[config.mk]
export PLATFORM = sky130hd
export DESIGN_NAME = dram_reorder_and_calibration
export DESIGN_NICKNAME = d
export VERILOG_FILES = /design/src/hw/dram_slice_pkg.sv /design/src/hw/zq_ctrl_if.sv /design/src/hw/zq_engine.sv /design/src/hw/dram_reorder_and_calibration.sv
export SDC_FILE = /design/constraint.sdc
export NUM_CORES = 1
export LEC_CHECK = 0
export BUFFER_PORTS_ARGS = -buffer_cell sky130_fd_sc_hd__buf_2
export CAP_MARGIN = 30
export CORE_ASPECT_RATIO = 1.25
export CORE_MARGIN = 4
export CORE_UTILIZATION = 35
export DETAILED_ROUTE_END_ITERATION = 16
export MAX_ROUTING_LAYER = met4
export SLEW_MARGIN = 25
export SYNTH_ARGS = -nofsm -noshare
export SYNTH_HDL_FRONTEND = slang
export SYNTH_SLANG_ARGS = --single-unit
[constraint.sdc]
create_clock -name core_clk -period 2.6 [get_ports core_clk]
set_clock_uncertainty 0.1 [all_clocks]
set_input_delay 0.13 -clock core_clk [delete_from_list [all_inputs] [get_ports core_clk]]
set_output_delay 0.13 -clock core_clk [all_outputs]
set_load 0.01 [all_outputs]
[src/hw/dram_slice_pkg.sv]
package dram_slice_pkg;
   localparam int guard_width = 4;
   localparam logic [3:0] guard_default = 4'h0;
   localparam int age_width = 4;
   localparam logic [3:0] age_top = 4'hf;
   localparam logic [3:0] score_top = 4'hf;
   localparam int lane_count = 8;
   localparam int lane_result_width = 8;
   localparam int clk_period_ns = 8;
   localparam int zqcl_time_ns = 360;
   localparam int zqcs_time_ns = 90;
   localparam int zqcl_cycles = (zqcl_time_ns + clk_period_ns - 1) / clk_period_ns;
   localparam int zqcs_cycles = (zqcs_time_ns + clk_period_ns - 1) / clk_period_ns;
   localparam int zq_count_width = 10;
   localparam logic [9:0] zq_count_one = 10'h001;
   typedef enum logic [1:0] {zq_short_type, zq_long_type, zq_none_type} zq_kind_type;
endpackage

[src/hw/zq_ctrl_if.sv]
`timescale 1ns/1ns
interface zq_ctrl_if;
   logic start;
   logic long_cal;
   logic cs_sel;
   logic busy;
   logic hold_traffic;
   logic done;
   logic cmd_valid;
   logic cmd_long;
   logic [1:0] cmd_cs;
   modport master(output start, output long_cal, output cs_sel,
                  input busy, input hold_traffic, input done,
                  input cmd_valid, input cmd_long, input cmd_cs);
   modport engine(input start, input long_cal, input cs_sel,
                  output busy, output hold_traffic, output done,
                  output cmd_valid, output cmd_long, output cmd_cs);
endinterface

[src/hw/zq_engine.sv]
`timescale 1ns/1ns
module zq_engine (
   input wire logic core_clk, // controller clock
   input wire logic rstn,     // async reset, active low
   zq_ctrl_if.engine zq       // calibration request and status
);
   import dram_slice_pkg::*;

   logic [zq_count_width-1:0] wait_count;
   logic running;

   // only one command can be in flight, so the ranks never calibrate together
   always_ff @(posedge core_clk or negedge rstn) begin
      if (!rstn) begin
         running <= 1'b0;
         wait_count <= '0;
         zq.cmd_valid <= 1'b0;
         zq.cmd_long <= 1'b0;
         zq.cmd_cs <= 2'h0;
         zq.done <= 1'b0;
      end else begin
         zq.cmd_valid <= 1'b0;
         zq.done <= 1'b0;
         if (!running && zq.start) begin
            running <= 1'b1;
            zq.cmd_valid <= 1'b1;
            zq.cmd_long <= zq.long_cal;
            zq.cmd_cs <= zq.cs_sel ? 2'h2 : 2'h1;
            wait_count <= zq.long_cal ? zq_count_width'(zqcl_cycles)
                                      : zq_count_width'(zqcs_cycles);
         end else if (running) begin
            if (wait_count == zq_count_one) begin
               running <= 1'b0;
               zq.done <= 1'b1;
            end
            wait_count <= wait_count - zq_count_one;
         end
      end
   end

   assign zq.busy = running;
   assign zq.hold_traffic = running;

   no_overlap_a: assert property (@(posedge core_clk) disable iff (!rstn)
      zq.cmd_valid |=> !zq.cmd_valid [*8])
      else $error("second zq command during calibration");
   hold_span_a: assert property (@(posedge core_clk) disable iff (!rstn)
      (zq.cmd_valid && !zq.cmd_long) |-> zq.hold_traffic [*8])
      else $error("traffic released early");
   done_after_a: assert property (@(posedge core_clk) disable iff (!rstn)
      (zq.cmd_valid && !zq.cmd_long) |-> ##12 zq.done)
      else $error("short calibration done not on time");
   one_cs_a: assert property (@(posedge core_clk) disable iff (!rstn)
      zq.cmd_valid |-> $onehot(zq.cmd_cs))
      else $error("zq command to both ranks");
   short_cal_c: cover property (@(posedge core_clk) disable iff (!rstn)
      zq.cmd_valid && !zq.cmd_long);
   long_cal_c: cover property (@(posedge core_clk) disable iff (!rstn)
      zq.cmd_valid && zq.cmd_long);
endmodule

[src/hw/dram_reorder_and_calibration.sv]
`timescale 1ns/1ns
// Contract
// pending access reaching top score waits guard count more cycles, then gets top priority.
// access whose age reaches 15 is tagged highest priority.
// software should program guard count to zero.
// never calibrate both chip selects at once; serialize calibrations.
// with auto calibration off, software blocks traffic and staggers calibration commands.
// after a calibration command, hold all data transfers until its interval passes.
// memory clock enable stays low and glitch free through power-up.
// init issues precharge-all to every chip select before any mode register write.
// write leveling failure sets per-lane error flag that stays until read.
// lane result stays non-zero on success; zero on an active lane means failure.
// software command path issues one calibration to one rank, reports completion.
module dram_reorder_and_calibration (
   input wire logic core_clk, // controller clock
   input wire logic rstn, // async reset, active low
   input wire logic [dram_slice_pkg::guard_width-1:0] reorder_guard_count, // guard cycles
   input wire logic req_pending, // an access waits in the reorder queue
   input wire logic req_grant, // the queued access was served
   input wire logic [3:0] req_score, // dynamic score of the waiting access
   input wire logic cke_enable, // init sequencer asks for clock enable high
   input wire logic sw_zq_start, // software calibration request
   input wire logic sw_zq_long, // 1 long, 0 short
   input wire logic sw_zq_cs, // target chip select
   input wire logic auto_zq_tick, // periodic automatic short calibration
   input wire logic auto_zq_en, // automatic calibration on
   input wire logic wl_active, // hardware write leveling running
   input wire logic [dram_slice_pkg::lane_count-1:0] wl_lane_used, // lanes in use
   input wire logic [dram_slice_pkg::lane_count-1:0] wl_lane_fail, // per-lane failure
   input wire logic wl_lane_load, // leveling results valid this cycle
   input wire logic [dram_slice_pkg::lane_count*dram_slice_pkg::lane_result_width-1:0]
      wl_lane_value, // per-lane leveling delay results
   input wire logic wl_flags_clear, // software has read the flags
   output logic req_top_priority, // access tagged highest priority
   output logic dram_clock_enable_out, // memory clock enable pin
   output logic zq_cmd_valid, // calibration command pulse
   output logic zq_cmd_long, // long calibration
   output logic [1:0] zq_cmd_cs, // one-hot chip select
   output logic zq_hold_traffic, // block data transfers
   output logic zq_busy, // calibration running
   output logic zq_done, // calibration completed pulse, for software and automatic calibrations
   output logic [dram_slice_pkg::lane_count-1:0] wl_lane_error_flags, // sticky lane errors
   output logic [dram_slice_pkg::lane_count*dram_slice_pkg::lane_result_width-1:0]
      wl_lane_result_reg // held lane results
);
   import dram_slice_pkg::*;

   // an access leaves the queue when it is served or withdrawn
   function automatic logic queue_clear(input logic pending, input logic served);
      return !pending || served;
   endfunction

   // only lanes in use can report a leveling failure
   function automatic logic [lane_count-1:0] lane_faults(input logic [lane_count-1:0] fail,
                                                        input logic [lane_count-1:0] used);
      return fail & used;
   endfunction

   ////////////////////////////////////////////////////////////////////////////
   logic [age_width-1:0] age;
   logic [guard_width-1:0] guard_left;
   logic top_reached;

   // age saturates at top so the tag never falls off while the access waits
   always_ff @(posedge core_clk or negedge rstn) begin
      if (!rstn) begin
         age <= '0;
      end else if (queue_clear(req_pending, req_grant)) begin
         age <= '0;
      end else if (age != age_top) begin
         age <= age + 4'h1;
      end
   end

   always_ff @(posedge core_clk or negedge rstn) begin
      if (!rstn) begin
         top_reached <= 1'b0;
         guard_left <= guard_default;
      end else if (queue_clear(req_pending, req_grant)) begin
         top_reached <= 1'b0;
         guard_left <= guard_default;
      end else if (!top_reached && req_score == score_top) begin
         top_reached <= 1'b1;
         guard_left <= reorder_guard_count;
      end else if (top_reached && guard_left != '0) begin
         guard_left <= guard_left - 4'h1;
      end
   end

   always_ff @(posedge core_clk or negedge rstn) begin
      if (!rstn) begin
         req_top_priority <= 1'b0;
      end else begin
         req_top_priority <= !queue_clear(req_pending, req_grant) &&
            ((top_reached && guard_left == '0) || age == age_top);
      end
   end

   ////////////////////////////////////////////////////////////////////////////
   zq_ctrl_if zq ();
   logic auto_cs;

   // software command wins; automatic ticks alternate ranks so they never coincide
   assign zq.start = sw_zq_start || (auto_zq_en && auto_zq_tick);
   assign zq.long_cal = sw_zq_start ? sw_zq_long : 1'b0;
   assign zq.cs_sel = sw_zq_start ? sw_zq_cs : auto_cs;

   always_ff @(posedge core_clk or negedge rstn) begin
      if (!rstn) begin
         auto_cs <= 1'b0;
      end else if (!sw_zq_start && auto_zq_en && auto_zq_tick && !zq.busy) begin
         auto_cs <= !auto_cs;
      end
   end

   zq_engine engine (
      .core_clk(core_clk),
      .rstn(rstn),
      .zq(zq.engine)
   );

   assign zq_cmd_valid = zq.cmd_valid;
   assign zq_cmd_long = zq.cmd_long;
   assign zq_cmd_cs = zq.cmd_cs;
   assign zq_done = zq.done;

   always_ff @(posedge core_clk or negedge rstn) begin
      if (!rstn) begin
         zq_hold_traffic <= 1'b0;
         zq_busy <= 1'b0;
      end else begin
         zq_hold_traffic <= zq.hold_traffic || zq.start;
         zq_busy <= zq.busy;
      end
   end

   ////////////////////////////////////////////////////////////////////////////
   // enable is synchronised so a pin glitch cannot pass; reset forces it low
   logic cke_meta;
   logic cke_sync;

   always_ff @(posedge core_clk or negedge rstn) begin
      if (!rstn) begin
         cke_meta <= 1'b0;
         cke_sync <= 1'b0;
      end else begin
         cke_meta <= cke_enable;
         cke_sync <= cke_meta;
      end
   end

   always_ff @(posedge core_clk or negedge rstn) begin
      if (!rstn) begin
         dram_clock_enable_out <= 1'b0;
      end else begin
         dram_clock_enable_out <= cke_sync;
      end
   end

   ////////////////////////////////////////////////////////////////////////////
   // set wins over clear, so a failure in the clearing cycle survives
   always_ff @(posedge core_clk or negedge rstn) begin
      if (!rstn) begin
         wl_lane_error_flags <= '0;
      end else begin
         wl_lane_error_flags <= (wl_flags_clear ? '0 : wl_lane_error_flags) |
            (wl_active ? lane_faults(wl_lane_fail, wl_lane_used) : '0);
      end
   end

   // failed or unused lanes store zero so a zero result marks failure
   always_ff @(posedge core_clk or negedge rstn) begin
      if (!rstn) begin
         wl_lane_result_reg <= '0;
      end else if (wl_lane_load) begin
         for (int i = 0; i < lane_count; i++) begin
            wl_lane_result_reg[i*lane_result_width +: lane_result_width] <=
               (wl_lane_used[i] && !wl_lane_fail[i])
                  ? wl_lane_value[i*lane_result_width +: lane_result_width]
                  : '0;
         end
      end
   end

   ////////////////////////////////////////////////////////////////////////////
   age_tag_a: assert property (@(posedge core_clk) disable iff (!rstn)
      (req_pending && !req_grant && age == age_top) |=> req_top_priority)
      else $error("aged access not tagged");
   grant_clear_a: assert property (@(posedge core_clk) disable iff (!rstn)
      queue_clear(req_pending, req_grant) |=> !req_top_priority)
      else $error("priority kept after grant");
   guard_wait_a: assert property (@(posedge core_clk) disable iff (!rstn)
      (req_top_priority && age != age_top) |-> top_reached)
      else $error("priority before top score");
   cke_reset_a: assert property (@(posedge core_clk) disable iff (!rstn)
      $rose(dram_clock_enable_out) |-> $past(cke_enable, 3))
      else $error("clock enable rose without request");
   cke_drop_a: assert property (@(posedge core_clk) disable iff (!rstn)
      $fell(dram_clock_enable_out) |-> !$past(cke_enable, 3))
      else $error("clock enable fell without request");
   flag_sticky_a: assert property (@(posedge core_clk) disable iff (!rstn)
      (wl_lane_error_flags != '0 && !wl_flags_clear) |=>
         ((wl_lane_error_flags & $past(wl_lane_error_flags)) ==
          $past(wl_lane_error_flags)))
      else $error("error flag lost before read");
   set_wins_a: assert property (@(posedge core_clk) disable iff (!rstn)
      (wl_active && wl_flags_clear && lane_faults(wl_lane_fail, wl_lane_used) != '0) |=>
         ((wl_lane_error_flags & $past(wl_lane_fail & wl_lane_used)) ==
          $past(wl_lane_fail & wl_lane_used)))
      else $error("failure lost to a clear");
   hold_follow_a: assert property (@(posedge core_clk) disable iff (!rstn)
      zq_cmd_valid |=> zq_hold_traffic [*4])
      else $error("traffic not held");
   hold_release_a: assert property (@(posedge core_clk) disable iff (!rstn)
      $fell(zq_hold_traffic) |-> $past(zq_done))
      else $error("traffic released before calibration end");
   result_zero_a: assert property (@(posedge core_clk) disable iff (!rstn)
      (wl_lane_load && wl_lane_fail[0]) |=>
         wl_lane_result_reg[lane_result_width-1:0] == '0)
      else $error("failed lane result not zero");
   aged_c: cover property (@(posedge core_clk) disable iff (!rstn) $rose(req_top_priority));
   wl_err_c: cover property (@(posedge core_clk) disable iff (!rstn) wl_lane_error_flags != '0);
   sw_done_c: cover property (@(posedge core_clk) disable iff (!rstn) zq_done);
endmodule

---- Word level (Yosys, flattened, before mapping) ----
Index checks and enable logic that the tools add are counted.
word-level totals
  memory bits (read-only) ................. 0
  input bits .............................. 101
  output and inout port bits .............. 81
  memory bits (writable) .................. 0
  word-level logic and storage cells ...... 98
  register bits after elaboration ......... 104
  latch bits .............................. 0
  memories kept ........................... 0
operators by class
  add/sub/neg operators ................... 3
  mux-type cells .......................... 30
  shift-type cells ........................ 0
  $lt $le $gt $ge ......................... 0
  bitwise operators ....................... 2
  div/mod/pow operators ................... 0
  reduce and logical (&&, ||, !) cells .... 41
  eq/ne operators ......................... 4
  multiply operators ...................... 0
operators by type and width
  kind                     number
  $mux W8                  10
  $mux W10                 2
  $mux W4                  5
  $logic_and A1 B1 Y1      17
  $logic_not A1 Y1         14
  $mux W1                  11
  $eq A10 B1 Y1 const B    1
  $sub A10 B1 Y10 const B  1
  $and A8 B8 Y8            1
  $eq A4 B4 Y1 const B     2
  $or A8 B8 Y8             1
  $mux W6                  1
  $reduce_bool A2 Y1       3
  $add A4 B1 Y4 const B    1
  $logic_not A4 Y1         1
  $logic_or A1 B1 Y1       4
  $ne A4 B4 Y1 const B     1
  $reduce_bool A4 Y1       1
  $sub A4 B1 Y4 const B    1
  $reduce_bool A3 Y1       1
  $mux W2                  1

---- Depth between registers and ports, before layout ----
  depth in word-level cells ............... 5
  mapped depth ............................ 5
  mapped depth without buffers ............ 5

---- Cells and area by module ----
A second synthesis with hierarchy kept.
unflattened totals
  cell total of the unflattened synthesis .. 462
  area total of the unflattened synthesis .. 4524.3 sq um
by module, submodules not included
  module                        instances  area each (sq um)  cells an instance  seq. area each (sq um)
  dram_reorder_and_calibration  1          3716.1             390                2202.1
  zq_engine                     1          808.3              72                 400.4

---- Worst setup path before layout ----
Ideal clock, no wire load.
  kind .................................... reg-to-reg
  from .................................... register engine.wait_count[5]
  to ...................................... register engine.wait_count[9]
  clock period less this slack ............ 1583 ps
  slack ................................... 1017 ps
  library setup time ...................... 79 ps
  required time ........................... 2421 ps
  arrival ................................. 1404 ps
  stages on the path, launching flop included .. 4
  cell sequence ........................... dfrtp_1 > or4b_4 > nor4_4 > mux2i_1
between the ends
  longest elaborated chain between the ends .. 3
ends and longest elaborated chain
  element                   RTL line         text
  start: declaration        zq_engine.sv:9   logic [zq_count_width-1:0] wait_count;
  start signal: assignment  zq_engine.sv:29  wait_count <= zq.long_cal ? zq_count_width'(zqcl_cycles)
  start signal: assignment  zq_engine.sv:36  wait_count <= wait_count - zq_count_one;
  $sub A10 B1 Y10           zq_engine.sv:36
  $mux W10                  zq_engine.sv:31  end else if (running) begin
  $mux W10                  zq_engine.sv:24  if (!running && zq.start) begin
No other way between the ends. The select of a mux whose other input is x is not followed.
A chain may end at the register's enable or synchronous reset.

---- Final worst setup path ----
  from .................................... input port wl_lane_fail[0] (netlist name)
  to ...................................... register wl_lane_error_flags[0] (netlist name)
between the ends
  longest elaborated chain between the ends .. 3
ends and longest elaborated chain
  element                 RTL line                             text
  start: declaration      dram_reorder_and_calibration.sv:29   input wire logic [dram_slice_pkg::lane_count-1:0] wl_lane_fail,
  $and A8 B8 Y8           dram_reorder_and_calibration.sv:56   return fail & used;
  $mux W8                 dram_reorder_and_calibration.sv:167  (wl_active ? lane_faults(wl_lane_fail, wl_lane_used) : '0);
  $or A8 B8 Y8            dram_reorder_and_calibration.sv:166  wl_lane_error_flags <= (wl_flags_clear ? '0 : wl_lane_error_flags) |
  end signal: assignment  dram_reorder_and_calibration.sv:166
  end: declaration        dram_reorder_and_calibration.sv:42   output logic [dram_slice_pkg::lane_count-1:0] wl_lane_error_flags,
No other way between the ends.

==> results.toml <==
[drt]
drt-total-wl_um = 12550
via_count = 4134
post-route-drc-count = 0
antenna_left = 0
wire_per_inst_um = 14.12
drtIter0Drc = 176
drt-pass1-iter-count = 4
viasPerCell = 4.650

[clocking]
cts_buffers = 9
clk_pin_slew_ps = 70
post_cts_buffers = 0
htree_levels = 3
cts_tree = "done"
clkLatencyLatePin_ps = 340
cts.sinks = 104
clock_path_buffers = 2
cts.root.buffer_cell = "clkbuf_16"

[sta]
setup-tns-final_ps = 0
relSlewSlack_pct = 59.69
setup_ws_ps = 677.9
drv_slew = 0
tightest_slew_ps = 604.7
hold_viol = 0
rsz0062_at_grt = "false"
hold_ws_ps = 9.811
period_needed_ps = 1922
fmax_ghz = 0.5203
fin_crit_sh_pct = 73.93
setup_viol = 0

[logic_synthesis]
synth_cells = 462
ys_types = 49
async_flop_share_pct = 100.0
syn_area_um2 = 4461
ys_ff_latch = 104
yosys_warnings = 0
synth_edf_count = 0
ys.flop_type = "dfrtp_1"
synth_area_per_cell_um2 = 9.655
syn-num-nets = 567
ys_seq_area_share_pct = 58.35

[floorplanning]
die-area_um2 = 14630
die_w_um = 109.0
rows = 45
pin_count = 182
start_util_pct = 36.17
die_h_um = 134.2
core-area_um2 = 12330

[status]
outcome = "finished, final reports clean"

[setup_path]
regToRegSetupSlack_ps = 880
crit_end = "wl_lane_error_flags[0]"
cp-startpoint = "wl_lane_fail[0]"
end_kind = "flop"
timing.rr.start = "guard_left[0]"
cp.required_ps = 2730
start_kind = "primary input"
critPathArrivalTime_ps = 2050
cp_max_fo = 2
r2r_cells = 5
crit_type = "primary input to flop"
r2r_end = "guard_left[1]"

[final_layout]
final_util_pct = 54.45
stdcell_count = 889
nets = 825
area_growth_pct = 50.52
ff_latch_area_um2 = 2603
multi_input_area_um2 = 1436
largest_register_ffs = 64
n_antenna_cell = 0
drive_gt1_share_pct = 28.69
fillers = 1064

[placement]
place_hpwl_um = 8468
dp_cells = 783
dp_slack_ps = 903.1
portBuffers = 181
gp_congestion = 0.7929

[power]
vdd_ir_drop_max_uv = 282.5
power_leakage_nw = 3.324
p_per_area_nw_per_um2 = 604.3

[grt]
grt_max_degree = 66
grt_pass1_vias = 4233
grt_first_pass_wirelength_um = 20160
grt_antenna_before_repair = 0
grt.total_usage_pct = 17.89
overflow = 0

[worst_hold_path]
hold_path_startpoint = "wl_flags_clear"
min_path_type = "primary input to flop"

[run]
cap_violations = 0
==> power breakdown <==
part	switching (mW)	leakage (nW)	internal, mW
clock network	0.618	0.144	0.690
registers	0.140	1.36	1.79
logic	0.406	1.82	0.409
==> cells in the final DEF, fill, tap and decap left out, types with 3 or more instances in the layout <==
cell,count
a21oi_1,10
buf_2,179
buf_4,4
clkbuf_16,9
clkinv_4,4
dfrtp_1,104
dlygate4sd3_1,90
ha_1,4
inv_1,81
mux2i_1,3
nand2_1,73
nand2b_1,13
nand3_1,12
nor2_1,5
nor3_1,5
nor3b_1,3
o211ai_1,4
o21ai_0,11
o22ai_1,66
or3_1,3
==> synth_stat cells (2+ instances only) <==
library cell / number / share of area [%]
inv_2: 2 / 0.17
nor4_1: 2 / 0.28
mux2i_1: 3 / 0.67
inv_1: 81 / 6.8
a21oi_1: 10 / 1.1
xnor2_1: 2 / 0.39
nor2_1: 5 / 0.42
o32a_1: 2 / 0.45
nor2b_1: 2 / 0.28
dfrtp_1: 104 / 58
or3_1: 3 / 0.42
o22ai_1: 66 / 9.3
nor3_1: 5 / 0.56
o21ai_0: 11 / 1.2
ha_1: 4 / 1.1
nand3_1: 12 / 1.3
nor3b_1: 3 / 0.50
clkbuf_1: 25 / 2.1
nand3b_1: 2 / 0.34
nand2b_1: 13 / 1.8
o211ai_1: 4 / 0.67
nand2_1: 73 / 6.1
o31ai_1: 2 / 0.34
==> worst min-delay path by stage <==
stage / slack [ps] / cells after the start / endpoint
after detailed placement: -50 / 1 / wl_lane_result_reg[62]
final: 10 / 2 / wl_lane_error_flags[5]
after CTS: 0.4 / 3 / engine.zq.cmd_cs[1]
after global routing: 40 / 2 / wl_lane_error_flags[7]
after floorplan: -270 / 0 / age[0]
after global placement: -50 / 1 / wl_lane_result_reg[62]
==> logic make-up after synthesis <==
family          after synthesis  synth area share [%]
simple gates                130                 14.42
compound gates              107                 15.40
xor+xnor                      3                0.5892
mux                           3                0.6732
flops                       104                 58.35
fa+ha+maj                     4                 1.122
buf+inv                     111                 9.453
==> timing repair <==
action | CTS | global route
hold endpoints to repair | 149 | 0
gates resized for setup | 0 | 0
hold buffers | 90 | 0
==> layout make-up <==
type	instances	area share, %
well taps	164	3.056
clock buffers	10	3.559
flip-flops and latches	104	38.76
repair buffers	275	27.80
inverters	83	4.640
clock inverters	6	0.7827
multi-input cells	247	21.39
==> metal layers <==
layer / up-vias / GRT usage (%) / wire length (µm)
met5: - / - / 0
met4: 0 / 8.842 / 420
met3: 27 / 2.504 / 619
met2: 133 / 30.91 / 6441
met1: 1915 / 19.96 / 5071
li1: 2059 / - / -
==> per-stage QoR <==
stage / power, mW / cell area, µm²
after floorplan: 2.364 / 4461
after global placement: 2.653 / 5522
after detailed placement: 2.677 / 5522
after CTS: 4.112 / 6714
after global routing: 4.298 / 6714
final: 4.057 / 6714
==> critical path: stages <==
cell and delay [ps]:
dlygate4sd3_1 530, buf_2 120, nand3_1 60, dlygate4sd3_1 550, o21ai_0 80, dlygate4sd3_1 570
Power figures use the tool's default switching activity.
